## config.mk

```make
export PLATFORM = sky130hd
export DESIGN_NAME = rss_seq
export DESIGN_NICKNAME = d
export VERILOG_FILES = /design/src/shared/rss_pkg.sv /design/src/verilog/rss_tick_div.sv /design/src/verilog/rss_seq.sv
export SDC_FILE = /design/constraint.sdc
export NUM_CORES = 1
export LEC_CHECK = 0
export ABC_AREA = 1
export BUFFER_PORTS_ARGS = -buffer_cell sky130_fd_sc_hd__buf_4
export CAP_MARGIN = 20
export CORE_ASPECT_RATIO = 0.7
export CORE_MARGIN = 10
export CORE_UTILIZATION = 55
export DETAILED_ROUTE_END_ITERATION = 16
export PLACE_DENSITY = 0.73
export REMOVE_ABC_BUFFERS = 1
export SLEW_MARGIN = 20
export SYNTH_ARGS = -nofsm -noshare
export SYNTH_HDL_FRONTEND = slang
export SYNTH_SLANG_ARGS = --single-unit
```

## constraint.sdc

```tcl
create_clock -name ref_clk -period 9.85 [get_ports ref_clk]
set_input_delay 2.4625 -clock ref_clk [delete_from_list [all_inputs] [get_ports ref_clk]]
set_output_delay 2.4625 -clock ref_clk [all_outputs]
set_load 0.05 [all_outputs]
```

## src/shared/rss_pkg.sv

```systemverilog
// constants, types and opcode layout of the radio strobe sequencer
// assumes a single 200 MHz clock shared by host port, timer and radio
package rss_pkg;

    // clocking: the sequencer steps at 8 MHz, derived from ref_clk
    localparam int unsigned CLK_HZ   = 200_000_000;
    localparam int unsigned SEQ_HZ   = 8_000_000;
    localparam int unsigned SEQ_DIV  = CLK_HZ / SEQ_HZ;
    localparam logic [4:0]  DIV_LAST = 5'(SEQ_DIV - 1);

    // instruction memory
    localparam int          MEM_DEPTH = 24;
    localparam logic [5:0]  LAST_LOC  = 6'h17;
    localparam logic [4:0]  WPTR_RST  = 5'h00;
    localparam logic [4:0]  PC_RST    = 5'h00;

    // reset values of the data registers and the countdown no-decrement value
    localparam logic [7:0]  X_RST     = 8'h00;
    localparam logic [7:0]  Y_RST     = 8'h00;
    localparam logic [7:0]  Z_RST     = 8'h00;
    localparam logic [7:0]  T_RST     = 8'hFF;
    localparam logic [7:0]  CD_NO_DEC = 8'hFF;

    // opcodes
    localparam logic [7:0]  NO_OP_STROBE_OP     = 8'hC0;
    localparam logic [7:0]  OP_CMP_WAIT = 8'hB8;
    localparam logic [7:0]  OP_INT      = 8'hB9;
    localparam logic [7:0]  OP_MARK     = 8'hBA;
    localparam logic [7:0]  OP_OVERFLOW_WAIT_X    = 8'hBB;
    localparam logic [7:0]  OP_RAND     = 8'hBC;
    localparam logic [7:0]  OP_YUP      = 8'hBD;
    localparam logic [7:0]  OP_YDN      = 8'hBE;
    localparam logic [7:0]  OP_ZDN      = 8'hBF;
    localparam logic [2:0]  GRP_WAIT    = 3'h4;
    localparam logic [2:0]  GRP_STROBE_CODE    = 3'h6;
    localparam logic [2:0]  GRP_IMM     = 3'h7;
    localparam logic [3:0]  GRP_LOOP    = 4'hA;
    localparam logic [4:0]  GRP_SAT     = 5'h16;
    localparam logic [5:0]  WAIT_ZERO   = 6'h20;

    // no-op strobe code, and strobe codes that also steer the sequencer
    localparam logic [4:0]  STROBE_CODE_NOP    = 5'h00;
    localparam logic [4:0]  STROBE_CODE_LAUNCH = 5'h1E;
    localparam logic [4:0]  STROBE_CODE_IHALT  = 5'h1F;
    localparam logic [4:0]  STROBE_CODE_PHALT  = 5'h1F;

    // wait kinds
    localparam logic [1:0]  WK_OVF = 2'h0;
    localparam logic [1:0]  WK_X   = 2'h1;
    localparam logic [1:0]  WK_CMP = 2'h2;

    typedef enum logic [2:0] {
        ST_IDLE = 3'b001,
        ST_RUN  = 3'b010,
        ST_WAIT = 3'b100
    } rss_state_t;

    typedef struct packed {
        logic       imm;
        logic [4:0] code;
    } rss_strobe_t;

endpackage

```

## src/verilog/rss_tick_div.sv

```systemverilog
// divider making the one-cycle 8 MHz step enable from ref_clk
// assumes rst_sync_n is already synchronised to ref_clk
`timescale 1ns/100ps
module rss_tick_div import rss_pkg::*; (
    // clock and reset
    input  wire logic ref_clk,
    input  wire logic rst_sync_n,
    // step enable
    output logic      tick
);
    logic [4:0] cnt_q;

    always_ff @(posedge ref_clk or negedge rst_sync_n) begin
        if (!rst_sync_n) begin
            cnt_q <= 5'h00;
        end else if (cnt_q == DIV_LAST) begin
            cnt_q <= 5'h00;
        end else begin
            cnt_q <= cnt_q + 5'h01;
        end
    end

    assign tick = (cnt_q == DIV_LAST);
endmodule // rss_tick_div

```

## src/verilog/rss_seq.sv

```systemverilog
// radio strobe sequencer: instruction memory, program engine, data registers
// assumes timer, random source and condition inputs come from ref_clk logic
// Functional notes
// - programs live in a 24-byte memory, one byte per instruction.
// - each load stores at write pointer then advances; sticks at last entry.
// - write pointer returns to 0 on immediate halt or executed program halt.
// - reset fills every memory entry with the no-op strobe 0xC0.
// - countdown decrements per timer overflow while running; zero halts with halt flag.
// - countdown held at 0xFF is never decremented.
// - immediate launch strobe starts execution at location 0.
// - end of memory, countdown zero, halts, or far skip stop execution.
// - the sequencer steps at 8 MHz.
// - overflow waits raise wait-done on completion; X wait with X zero is instant.
// - raise-interrupt instruction pulses the program interrupt flag.
// - immediate strobe runs first; stored instruction waits until it is done.
// - port read gives current instruction while running, or 0xC0 when idle or during immediate strobes.
// - random load fills low Y bits of X, all 8 when Y is zero; repeated loads reuse one value.
// - end-of-program halt keeps memory; program or immediate halt clears it.
// - a wait between X update and X read makes overflows decrement X.
// - undefined opcodes act as the no-op strobe.
// - bit 7 clear is a skip of S when C xor N.
// - top bits 100 wait W overflows, 32 when W is zero.
// - mark records loop start; 1010 repeats back when C xor N.
// - 110 are stored strobes, 111 are immediate strobes.
// - timer overflow events time the overflow and X waits and the countdown; compare waits end on tmr_match.
// - Y and Z are 8 bits; Y wraps on increment and decrement, Z wraps on decrement.
`timescale 1ns/100ps
module rss_seq import rss_pkg::*; (
    // clock and reset
    input  wire logic        ref_clk,
    input  wire logic        rst_n,
    // strobe instruction port
    input  wire logic        sip_wr,
    input  wire logic [7:0]  sip_wdata,
    output logic [7:0]       sip_rdata,
    // host access to data registers
    input  wire logic        x_wr,
    input  wire logic        y_wr,
    input  wire logic        z_wr,
    input  wire logic        t_wr,
    input  wire logic [7:0]  reg_wdata,
    output logic [7:0]       loop_count_x,
    output logic [7:0]       param_y,
    output logic [7:0]       param_z,
    output logic [7:0]       overflow_countdown,
    // timer, conditions, random source
    input  wire logic        tmr_ovf,
    input  wire logic        tmr_match,
    input  wire logic [7:0]  cond_in,
    input  wire logic [7:0]  rng_dout,
    // radio strobes
    output logic             strobe_vld,
    output rss_strobe_t      strobe_out,
    // status
    output logic             running,
    output logic             halt_flag,
    output logic             wait_done_flag,
    output logic             prog_irq_flag
);
    ////////////////////////////////////////////////////////////////////////
    logic [1:0]  rst_ff_q;
    logic        rst_sync_n;
    logic        tick;
    rss_state_t  st_q, st_d;
    logic [4:0]  pc_q, pc_d, loop_q, loop_d, wptr_q;
    logic [5:0]  wcnt_q, wcnt_d;
    logic [1:0]  wk_q, wk_d;
    logic [7:0]  x_q, x_d, y_q, y_d, z_q, t_q, rng_q, rdata_q;
    logic [7:0]  mem_q [MEM_DEPTH];
    logic        tick_pend_q, dirty_q, armed_q;
    logic        strobe_code_vld_q, strobe_code_vld_d, halt_q, halt_d, wdone_q, wdone_d, int_q, int_d;
    logic        mem_clr, z_dn;
    rss_strobe_t strobe_code_q, strobe_code_d;

    always_ff @(posedge ref_clk or negedge rst_n) begin
        if (!rst_n) begin
            rst_ff_q <= 2'b00;
        end else begin
            rst_ff_q <= {rst_ff_q[0], 1'b1};
        end
    end
    assign rst_sync_n = rst_ff_q[1];

    rss_tick_div u_div (
        .ref_clk    (ref_clk),
        .rst_sync_n (rst_sync_n),
        .tick       (tick)
    );

    ////////////////////////////////////////////////////////////////////////
    // decode
    wire        host_imm   = sip_wr && (sip_wdata[7:5] == GRP_IMM);
    wire        host_load  = sip_wr && !host_imm;
    wire        imm_launch = host_imm && (sip_wdata[4:0] == STROBE_CODE_LAUNCH);
    wire        imm_halt   = host_imm && (sip_wdata[4:0] == STROBE_CODE_IHALT);
    wire        is_run     = (st_q != ST_IDLE);
    // a pending step waits out any immediate strobe in the same cycle
    wire        step       = (st_q == ST_RUN) && tick_pend_q && !host_imm;
    wire [7:0]  op         = mem_q[pc_q];
    wire        is_skip    = !op[7];
    wire        is_wait    = (op[7:5] == GRP_WAIT);
    wire        is_loop    = (op[7:4] == GRP_LOOP);
    wire        is_sat     = (op[7:3] == GRP_SAT);
    wire        is_strobe_code    = (op[7:5] == GRP_STROBE_CODE);
    wire        is_imm_op  = (op[7:5] == GRP_IMM);
    wire        cond_ok    = cond_in[op[2:0]] ^ op[3];
    wire        x_reader   = is_skip || is_loop || (op == OP_OVERFLOW_WAIT_X);
    wire [5:0]  next_seq   = {1'b0, pc_q} + 6'h01;
    wire [5:0]  skip_tgt   = next_seq + {3'b000, op[6:4]};
    wire [5:0]  pc_tgt     = (is_skip && cond_ok) ? skip_tgt :
                             (is_loop && cond_ok) ? {1'b0, loop_q} : next_seq;
    wire        past_end   = (pc_tgt > LAST_LOC);
    wire [7:0]  y_inc      = y_q + 8'h01;
    wire [7:0]  sat_m      = {5'b00000, op[2:0]};
    wire [7:0]  y_sat      = ((y_q == 8'hFF) || (y_inc >= sat_m)) ? sat_m : y_inc;
    wire [7:0]  rand_mask  = ((y_q == 8'h00) || (y_q > 8'h08)) ? 8'hFF :
                             ~(8'hFF << y_q[3:0]);
    wire        cd_dec     = is_run && tmr_ovf && (t_q != CD_NO_DEC) && (t_q != 8'h00);
    wire        cd_hit     = is_run && (t_q == 8'h00);
    wire        wait_fin   = (wk_q == WK_CMP) ? tmr_match :
                             (wk_q == WK_X) ? (x_q == 8'h00) ||
                             (tmr_ovf && (x_q == 8'h01)) :
                             (tmr_ovf && (wcnt_q == 6'h01));
    wire        x_ovf_dec  = tmr_ovf && (x_q != 8'h00) &&
                             (armed_q || ((st_q == ST_WAIT) && (wk_q == WK_X)));
    wire        prog_halt  = step && is_strobe_code && (op[4:0] == STROBE_CODE_PHALT);

    ////////////////////////////////////////////////////////////////////////
    // program engine
    always_comb begin
        st_d       = st_q;
        pc_d       = pc_q;
        loop_d     = loop_q;
        wcnt_d     = wcnt_q;
        wk_d       = wk_q;
        x_d        = x_ovf_dec ? x_q - 8'h01 : x_q;
        y_d        = y_q;
        z_dn       = 1'b0;
        strobe_code_vld_d = 1'b0;
        strobe_code_d     = '{imm: 1'b0, code: STROBE_CODE_NOP};
        halt_d     = 1'b0;
        wdone_d    = 1'b0;
        int_d      = 1'b0;
        mem_clr    = imm_halt || prog_halt;
        if (host_imm) begin
            strobe_code_vld_d = 1'b1;
            strobe_code_d     = '{imm: 1'b1, code: sip_wdata[4:0]};
        end
        unique case (st_q)
            ST_IDLE: begin
                if (imm_launch) begin
                    st_d = ST_RUN;
                    pc_d = PC_RST;
                end
            end
            ST_RUN: begin
                if (step) begin
                    pc_d = pc_tgt[4:0];
                    if (past_end) begin
                        st_d   = ST_IDLE;
                        halt_d = 1'b1;
                    end
                    if (is_wait) begin
                        st_d   = ST_WAIT;
                        halt_d = 1'b0;
                        pc_d   = pc_q;
                        wk_d   = WK_OVF;
                        wcnt_d = (op[4:0] == 5'h00) ? WAIT_ZERO : {1'b0, op[4:0]};
                    end else if (op == OP_CMP_WAIT) begin
                        st_d   = ST_WAIT;
                        halt_d = 1'b0;
                        pc_d   = pc_q;
                        wk_d   = WK_CMP;
                    end else if (op == OP_OVERFLOW_WAIT_X) begin
                        if (x_q == 8'h00) begin
                            wdone_d = 1'b1;
                        end else begin
                            st_d   = ST_WAIT;
                            halt_d = 1'b0;
                            pc_d   = pc_q;
                            wk_d   = WK_X;
                        end
                    end
                    if (op == OP_MARK) begin
                        loop_d = next_seq[4:0];
                    end
                    if (op == OP_INT) begin
                        int_d = 1'b1;
                    end
                    if (op == OP_YUP) begin
                        y_d = y_inc;
                    end
                    if (op == OP_YDN) begin
                        y_d = y_q - 8'h01;
                    end
                    if (is_sat) begin
                        y_d = y_sat;
                    end
                    if (op == OP_ZDN) begin
                        z_dn = 1'b1;
                    end
                    if (op == OP_RAND) begin
                        x_d = rng_q & rand_mask;
                    end
                    if (is_strobe_code || is_imm_op) begin
                        strobe_code_vld_d = 1'b1;
                        strobe_code_d     = '{imm: 1'b0, code: is_strobe_code ? op[4:0] : STROBE_CODE_NOP};
                    end
                    if (prog_halt) begin
                        st_d   = ST_IDLE;
                        halt_d = 1'b1;
                    end
                end
            end
            ST_WAIT: begin
                if (wcnt_q != 6'h00 && wk_q == WK_OVF && tmr_ovf) begin
                    wcnt_d = wcnt_q - 6'h01;
                end
                if (wait_fin) begin
                    st_d    = ST_RUN;
                    wdone_d = (wk_q != WK_CMP);
                    pc_d    = next_seq[4:0];
                    if (next_seq > LAST_LOC) begin
                        st_d   = ST_IDLE;
                        halt_d = 1'b1;
                    end
                end
            end
        endcase
        if (is_run && (imm_halt || cd_hit)) begin
            st_d   = ST_IDLE;
            halt_d = 1'b1;
        end
        if (st_d == ST_IDLE && st_q != ST_IDLE) begin
            pc_d = PC_RST;
        end
        if (x_wr) begin
            x_d = reg_wdata;
        end
        if (y_wr) begin
            y_d = reg_wdata;
        end
    end

    always_ff @(posedge ref_clk or negedge rst_sync_n) begin
        if (!rst_sync_n) begin
            st_q   <= ST_IDLE;
            pc_q   <= PC_RST;
            loop_q <= PC_RST;
            wcnt_q <= 6'h00;
            wk_q   <= WK_OVF;
            x_q    <= X_RST;
            y_q    <= Y_RST;
        end else begin
            st_q   <= st_d;
            pc_q   <= pc_d;
            loop_q <= loop_d;
            wcnt_q <= wcnt_d;
            wk_q   <= wk_d;
            x_q    <= x_d;
            y_q    <= y_d;
        end
    end

    ////////////////////////////////////////////////////////////////////////
    // z, countdown, random hold, X hazard tracking, step pending
    always_ff @(posedge ref_clk or negedge rst_sync_n) begin
        if (!rst_sync_n) begin
            z_q         <= Z_RST;
            t_q         <= T_RST;
            rng_q       <= 8'h00;
            dirty_q     <= 1'b0;
            armed_q     <= 1'b0;
            tick_pend_q <= 1'b0;
        end else begin
            z_q         <= z_wr ? reg_wdata : (z_dn ? z_q - 8'h01 : z_q);
            t_q         <= t_wr ? reg_wdata : (cd_dec ? t_q - 8'h01 : t_q);
            tick_pend_q <= (tick_pend_q || tick) && !step;
            // holding the sample across a load makes back-to-back loads match
            if (step && op != OP_RAND) begin
                rng_q <= rng_dout;
            end
            if (step && x_reader) begin
                dirty_q <= 1'b0;
                armed_q <= 1'b0;
            end else if (x_wr || (step && op == OP_RAND)) begin
                dirty_q <= 1'b1;
            end else if (step && dirty_q && (is_wait || op == OP_CMP_WAIT)) begin
                armed_q <= 1'b1;
            end
        end
    end

    ////////////////////////////////////////////////////////////////////////
    // instruction memory and write pointer
    always_ff @(posedge ref_clk or negedge rst_sync_n) begin
        if (!rst_sync_n) begin
            wptr_q <= WPTR_RST;
        end else if (mem_clr) begin
            wptr_q <= WPTR_RST;
        end else if (host_load && ({1'b0, wptr_q} != LAST_LOC)) begin
            wptr_q <= wptr_q + 5'h01;
        end
    end

    for (genvar i = 0; i < MEM_DEPTH; i++) begin : g_mem
        always_ff @(posedge ref_clk or negedge rst_sync_n) begin
            if (!rst_sync_n) begin
                mem_q[i] <= NO_OP_STROBE_OP;
            end else if (mem_clr) begin
                mem_q[i] <= NO_OP_STROBE_OP;
            end else if (host_load && (wptr_q == 5'(i))) begin
                mem_q[i] <= sip_wdata;
            end
        end
    end

    ////////////////////////////////////////////////////////////////////////
    // registered outputs
    always_ff @(posedge ref_clk or negedge rst_sync_n) begin
        if (!rst_sync_n) begin
            rdata_q    <= NO_OP_STROBE_OP;
            strobe_code_vld_q <= 1'b0;
            strobe_code_q     <= '{imm: 1'b0, code: STROBE_CODE_NOP};
            halt_q     <= 1'b0;
            wdone_q    <= 1'b0;
            int_q      <= 1'b0;
        end else begin
            rdata_q    <= (is_run && !host_imm) ? op : NO_OP_STROBE_OP;
            strobe_code_vld_q <= strobe_code_vld_d;
            strobe_code_q     <= strobe_code_d;
            halt_q     <= halt_d;
            wdone_q    <= wdone_d;
            int_q      <= int_d;
        end
    end

    assign sip_rdata          = rdata_q;
    assign loop_count_x       = x_q;
    assign param_y            = y_q;
    assign param_z            = z_q;
    assign overflow_countdown = t_q;
    assign strobe_vld         = strobe_code_vld_q;
    assign strobe_out         = strobe_code_q;
    assign running            = is_run;
    assign halt_flag          = halt_q;
    assign wait_done_flag     = wdone_q;
    assign prog_irq_flag      = int_q;
endmodule // rss_seq

```

==> metrics.md, run 1 <==
| Metric | Value |
|---|---|
| Max Transition Viols Final | `0` |
| WL met3 | `3750 um` |
| Cts repair resizes | `0` |
| Vias | `13.2k` |
| WP data arrival | `around 6300 ps` |
| Clock sink count | `approximately 290` |
| All-Layer GR Usage | `about a quarter` |
| Cts hold-fix bufs | `0` |
| First-pass GRT wire length | `70100 um` |
| Reg2Reg Launch Point | `pc_q[1]` |
| CP startpoint kind | `primary input` |
| CP peak stage delay | `approximately 500 ps` |
| Top cell type's share of synthesized area | `a little under two fifths` |
| Synth top cells by count | `nand2_1 (307), inv_1 (230), dfrtp_1 (227)` |
| Flops & latches, synth | `roughly 290` |
| Routed WL per cell | `~19 um` |
| Leak Pwr | `around 8.0 nW` |
| CP Data Required Time | `10290 ps` |
| Initial antenna violation count | `0` |
| Vias per cell | `5.79` |
| RSZ-0062 raised after global routing | `false` |
| Post-synth EDFFs | `0` |
| 1st-pass router iterations | `5` |
| Postcts setup bufs | `0` |
| Final hold vios | `0` |
| CTS root buffer | `clkbuf_16` |
| DR top layer | `met4` |
| Num CTS Buffers | `30` |
| Delay-heaviest family, CP | `buffers and inverters` |
| Cells after DPL | `approximately 2.2k` |
| Syn Inst Count | `around 1.8k` |
| Synth unique cells | `57` |
| DRT iter0 DRCs | `approximately 1.7k` |
| Buf+Inv Stages, Crit Path | `6` |
| CP Class | `primary input to flip-flop` |
| Synth area leader | `dfrtp_1` |
| Synth area leaders | `dfrtp_1 (37%), dfstp_2 (10%), nand2_1 (7.5%)` |
| Clock buffer depth | `3` |
| Worst-case hold path end point | `rst_ff_q[1]` |
| Mapped cell area | `between 15000 and 20000 um2` |
| Vert. Die Dim | `around 160 um` |
| Final nets | `approximately 2k` |
| Worst path slowest cell | `o21ai_1` |
| Primary FF master, synth | `dfrtp_1` |
| Top-count cell post-synth | `nand2_1` |
| Post-DP HPWL | `between 30000 and 40000 um` |
| Design Area, Final | `about 17000 um2` |
| Clock transition at path regs | `approximately 60 ps` |
| FF-to-FF End | `mem_q[156]` |
| H-tree levels | `1` |
| Port bufs | `around 90` |
| R2r setup slk | `approximately 4300 ps` |
| Reg2Reg Depth | `17` |
| DP Area | `approximately 16000 um2` |
| Status | `finished, final reports clean` |
| Chip Width | `about 220 um` |
| Post-Route WL | `between 40000 and 50000 um` |
| Worst-path cell chain | `buf_4 -> inv_1 -> nor3_1 -> nand2_1 -> inv_2 -> nor3_1 -> inv_1 -> nor3_4 -> nand2_1 -> nand2_2 -> inv_2 -> buf_4 -> o21ai_1 -> mux2_2` |
| Worst vdd ir | `168 uV` |
| Hold Crit Start | `rst_ff_q[0]` |
| Syn avg cell area | `roughly 8.4 um2` |
| Drc violations | `0` |
| Worst Path Max Fanout | `38` |
| Worst slew pin tran | `between 1000 and 1500 ps` |
| Routed Antenna Nets | `0` |
| Non-Filler Instances | `approximately 2.3k` |
| Tmin final | `~5800 ps` |
| P&R area growth vs syn | `11.5%` |
| Routed wire length on met2 | `~19000 um` |
| Pwr dens | `between 200 and 300 nW/um2` |
| GP Congestion | `approximately 1.0` |
| Die area | `between 30000 and 40000 um2` |
| Largest net degree at the start of global routing | `174` |
| Worst Hold Depth | `0` |
| I/O pins | `about 90` |
| Hold crit path type | `flip-flop to flip-flop` |
| Diode count | `0` |
| Skew final | `roughly 23 ps` |
| Max_cap viols | `0` |
| Clock Latency Late Sink | `between 500 and 600 ps` |
| Setup TNS | `0 ps` |
| Post-synthesis sequential area ratio | `between 40% and 50%` |
| Crit path capture type | `flip-flop` |
| GRT overflow | `0` |
| Async SR Flop Fraction | `100%` |
| Cell row count | `just over 50` |
| Peak Freq | `between 150 and 200 MHz` |
| Core Area | `27700 um2` |
| Via count of the first global-routing pass | `12.6k` |
| CTS tree | `yes` |
| Synth Warn # | `0` |
| Slew headroom | `between 20% and 30%` |
| Routed length on met1 | `20600 um` |
| Final period util | `59.2%` |
| Initial Utilization | `between 50% and 60%` |
| Share of layout cells above drive strength 1 | `between 10% and 20%` |
| Setup violators final | `0` |
cells by family after synthesis:
| family | after synthesis | share of synthesized area, % |
|---|---|---|
| flops | 286 | 46.9 |
| xor+xnor | 28 | 1.59 |
| compound gates | 470 | 17.0 |
| other cells | 1 | 0.0243 |
| simple gates | 637 | 18.0 |
| fa+ha+maj | 30 | 2.48 |
| mux | 58 | 4.68 |
| buf+inv | 330 | 9.31 |
metal layers:
metal / vias up / GRT usage, %
met4: 0 / 5.56
li1: 6228 / -
met1: 6454 / 37.4
met5: - / 0
met3: 58 / 5.51
met2: 498 / 35.1
where the power goes:
part	total (mW)	internal [mW]	switching [mW]	leakage, nW
Clock	1.15	0.677	0.474	0.486
Combinational	1.66	0.555	1.10	4.17
Sequential	1.91	1.69	0.228	3.34
how the worst max path moves through the flow:
stage | slack (ps) | to | cells after the start | start
after floorplan | 1390 | armed_q | 0 | rst_ff_q[1]
final | 4020 | mem_q[156] | 14 | sip_wdata[6]
after detailed placement | 3520 | mem_q[153] | 14 | sip_wdata[6]
after global placement | 3690 | mem_q[156] | 14 | sip_wdata[6]
after CTS | 4090 | mem_q[156] | 14 | sip_wdata[6]
after global routing | 3820 | mem_q[153] | 14 | sip_wdata[6]
sequential cells by signal, indices dropped and copies added (netlist names):
signal	cells
strobe_vld	1
param_y	8
wk_q	2
wptr_q	5
st_q	3
dirty_q	1
loop_q	5
wcnt_q	6
overflow_countdown	8
mem_q	192
param_z	8
wait_done_flag	1
tick_pend_q	1
halt_flag	1
rst_ff_q	2
rng_q	8
armed_q	1
prog_irq_flag	1
loop_count_x	8
pc_q	5
sip_rdata	8
u_div.cnt_q	5
strobe_out	6
stage by stage:
step | utilization, % | hold slack, ps | total power [mW] | worst slack [ps]
floorplan | - | 331 | 3.04 | 1390
global placement | 58.4 | 339 | 3.48 | 3690
detailed placement | 58.4 | 340 | 3.54 | 3520
CTS | 62.0 | 359 | 4.71 | 4090
global route | 62.0 | 359 | 5.02 | 3820
finish | 62.0 | 355 | 4.72 | 4020
area by class of cell:
cell class / instances / area [um2]
clock buffers: 49 / 903
clock inverters: 7 / 93.8
fillers: 2428 / 10500
inverters: 243 / 917
multi-input cells: 1224 / 6760
flip-flops and latches: 286 / 7240
well taps: 371 / 464
repair buffers: 106 / 808
placed cells by master (no fill, tap or decap), types with 22 or more instances in the layout:
| master | netlist | layout |
|---|---|---|
| nand2_1 | 307 | 307 |
| inv_1 | 230 | 230 |
| dfrtp_1 | 227 | 224 |
| o21ai_0 | 218 | 217 |
| nand3_1 | 140 | 140 |
| a21oi_1 | 113 | 113 |
| nor2_1 | 113 | 109 |
| buf_4 | 10 | 105 |
| dfstp_2 | 59 | 59 |
| o21ai_1 | 45 | 46 |
| mux2_2 | 39 | 39 |
| clkbuf_16 | 0 | 31 |
| ha_1 | 29 | 29 |
| a31oi_1 | 28 | 28 |
| o211ai_1 | 23 | 23 |
| nor3_1 | 23 | 23 |
| xor2_1 | 22 | 22 |
(Power assumes the default switching activity.)
==> inputs of run 2 (changes only) <==
PLACE_DENSITY = 0.76   (was 0.73)
clock period = 4.8 ns   (was 9.85 ns; I/O delays follow)
==> run 2 against run 1 <==
Highest routed layer unchanged. Cell count increased by 0.74%. Clock power increased by 100%. Clock-buffer cell count decreased by 8. Combinational power increased by 110%. Sequential power increased by 110%. Sequential share of layout area decreased by 0.47 points. First-iteration DRC count decreased by 12%. Flip-flop and latch count unchanged.
==> metrics.md, run 2 (same netlist as run 1, synthesis figures left out) <==
| Metric | Value |
|---|---|
| H-tree levels | `1 (unchanged)` |
| Skew final | `30.0 ps (+7.22 ps)` |
| Largest Register | `mem_q` |
| Cts hold-fix bufs | `0 (unchanged)` |
| Chip Width | `220 um (unchanged)` |
| Max_cap viols | `0 (unchanged)` |
| GP Congestion | `0.965 (-4.0%)` |
| Design Area, Final | `17400 um2 (+1.1%)` |
| Post-DP HPWL | `31300 um (+3.7%)` |
| Vias per cell | `5.83 (+0.67%)` |
| Clock buffer depth | `3 (unchanged)` |
| GRT overflow | `0 (unchanged)` |
| Final hold vios | `0 (unchanged)` |
| 1st-pass router iterations | `6 (+1)` |
| Max Transition Viols Final | `0 (unchanged)` |
| Cell row count | `51 (unchanged)` |
| Pwr dens | `556 nW/um2 (+100%)` |
| Reg2Reg Depth | `16 (-1)` |
| RSZ-0062 raised after global routing | `false` |
| Vias | `13.4k (+1.4%)` |
| Largest net degree at the start of global routing | `187 (+7.5%)` |
| Drc violations | `0 (unchanged)` |
| Place WS | `716 ps (-2800 ps)` |
| P&R area growth vs syn | `12.8%` |
| Most frequent cells in the layout | `nand2_1 (307), inv_1 (230), dfrtp_1 (224), o21ai_0 (218), nand3_1 (140)` |
| Worst vdd ir | `359 uV (+110%)` |
| Cts repair resizes | `0 (unchanged)` |
| Clock Latency Late Sink | `580 ps (about the same)` |
| Non-Filler Instances | `2303 (+0.74%)` |
| Slew headroom | `31.0% (+3.3 points)` |
| Diode count | `0 (unchanged)` |
| Num CTS Buffers | `28 (-6.7%)` |
| Vert. Die Dim | `160 um (unchanged)` |
| Overall power | `9.67 mW (+100%)` |
| CTS root buffer | `clkbuf_16` |
| Routed WL per cell | `19.5 um (+1.1%)` |
| Final period util | `between 80% and 90%` |
| Worst Path Max Fanout | `87 (+130%)` |
| Peak Freq | `around 240 MHz` |
| DRT iter0 DRCs | `1453 (-12%)` |
| Tmin final | `between 4000 and 5000 ps` |
| Worst slew pin tran | `1030 ps (-56.0 ps)` |
| Final WS setup | `602 ps (-3420 ps)` |
| DP Area | `16400 um2 (+1.2%)` |
| CTS tree | `yes` |
| Setup violators final | `0 (unchanged)` |
| Die area | `35200 um2 (unchanged)` |
| CP Class | `flip-flop to flip-flop` |
| Clock sink count | `286 (unchanged)` |
| Core Area | `27700 um2 (unchanged)` |
| Final nets | `1981 (+0.97%)` |
| Port bufs | `91 (unchanged)` |
| Status | `finished, final reports clean` |
| First-pass GRT wire length | `72500 um (+3.4%)` |
| Crit path capture type | `flip-flop` |
| Via count of the first global-routing pass | `12.9k (+2.7%)` |
| Postcts setup bufs | `0 (unchanged)` |
| WP data arrival | `4610 ps (-1660 ps)` |
| Post-Route WL | `45000 um (+1.9%)` |
| Leak Pwr | `8.12 nW (+1.5%)` |
| Fillers | `2433 (+0.21%)` |
| Initial Utilization | `55.7% (unchanged)` |
| Clock transition at path regs | `70 ps (about the same)` |
| Fin util | `62.7% (+0.70 points)` |
| CP Data Required Time | `5210 ps (-5080 ps)` |
| All-Layer GR Usage | `25.6% (+0.87 points)` |
| Cells after DPL | `2250 (+0.90%)` |
| CP startpoint kind | `flip-flop` |
| I/O pins | `92 (unchanged)` |
| Routed Antenna Nets | `0 (unchanged)` |
| Most common cell after layout, fill and taps aside | `nand2_1` |
| Hold crit path type | `flip-flop to async pin` |
| Initial antenna violation count | `0 (unchanged)` |
| Share of layout cells above drive strength 1 | `18.0% (+1.2 points)` |
| Number of flip-flops in the largest register | `192 (unchanged)` |
-- run 2: where the power goes --
part           total [mW]  internal (mW)  switching (mW)  leakage (nW)
Combinational        3.42           1.16            2.26          4.30
Clock                2.33           1.34           0.983         0.475
Sequential           3.92           3.46           0.458          3.34
Total                9.67           5.97            3.70          8.12
-- run 2: layout make-up --
cell class	instances	area (um2)	area share, %
Clock inverter	11	144	0.828
Multi-Input combinational cell	1224	6770	39.0
Tap cell	371	464	2.67
Sequential cell	286	7240	41.7
Clock buffer	41	820	4.72
Inverter	243	917	5.28
Timing Repair Buffer	127	1020	5.89
-- run 2: final timing paths --
kind                               end        start  slack (ps)
max reg2reg                  mem_q[41]      pc_q[0]         600
min                         mem_q[181]  rst_ff_q[1]         230
max                          mem_q[41]      pc_q[0]         600
min in group ref_clk       rst_ff_q[1]  rst_ff_q[0]         350
min reg2reg                 mem_q[181]  rst_ff_q[1]         230
max in group asynchronous      pc_q[0]  rst_ff_q[1]        3190
-- run 2: per-layer routing --
| layer | vias to the layer above | wire (um) | track usage, % |
|---|---|---|---|
| met2 | 593 | 19000 | 36.8 |
| met4 | 0 | 1150 | 6.58 |
| met1 | 6490 | 20300 | 37.9 |
| met5 | - | 0 | 0 |
| met3 | 79 | 4490 | 5.76 |
| li1 | 6264 | - | - |
-- run 2: worst max-delay path, stage by stage (launching register included) --
cell and delay (ps):
dfrtp_4 630, buf_12 250, a21oi_1 210, o21ai_0 140
nand3_1 110, nand3_1 180, nand2_1 200, nand2_1 80
o21ai_2 210, nand2_1 240, nor3_4 180, nand2_1 110
nand2_2 90, inv_2 190, buf_4 290, o21ai_1 550
o21ai_0 240
-- run 2: through the flow --
stage / hold slack [ps] / setup TNS (ps)
floorplan: 331 / -925210
global placement: 242 / 0
detailed placement: 242 / 0
CTS: 247 / 0
global route: 270 / 0
finish: 232 / 0
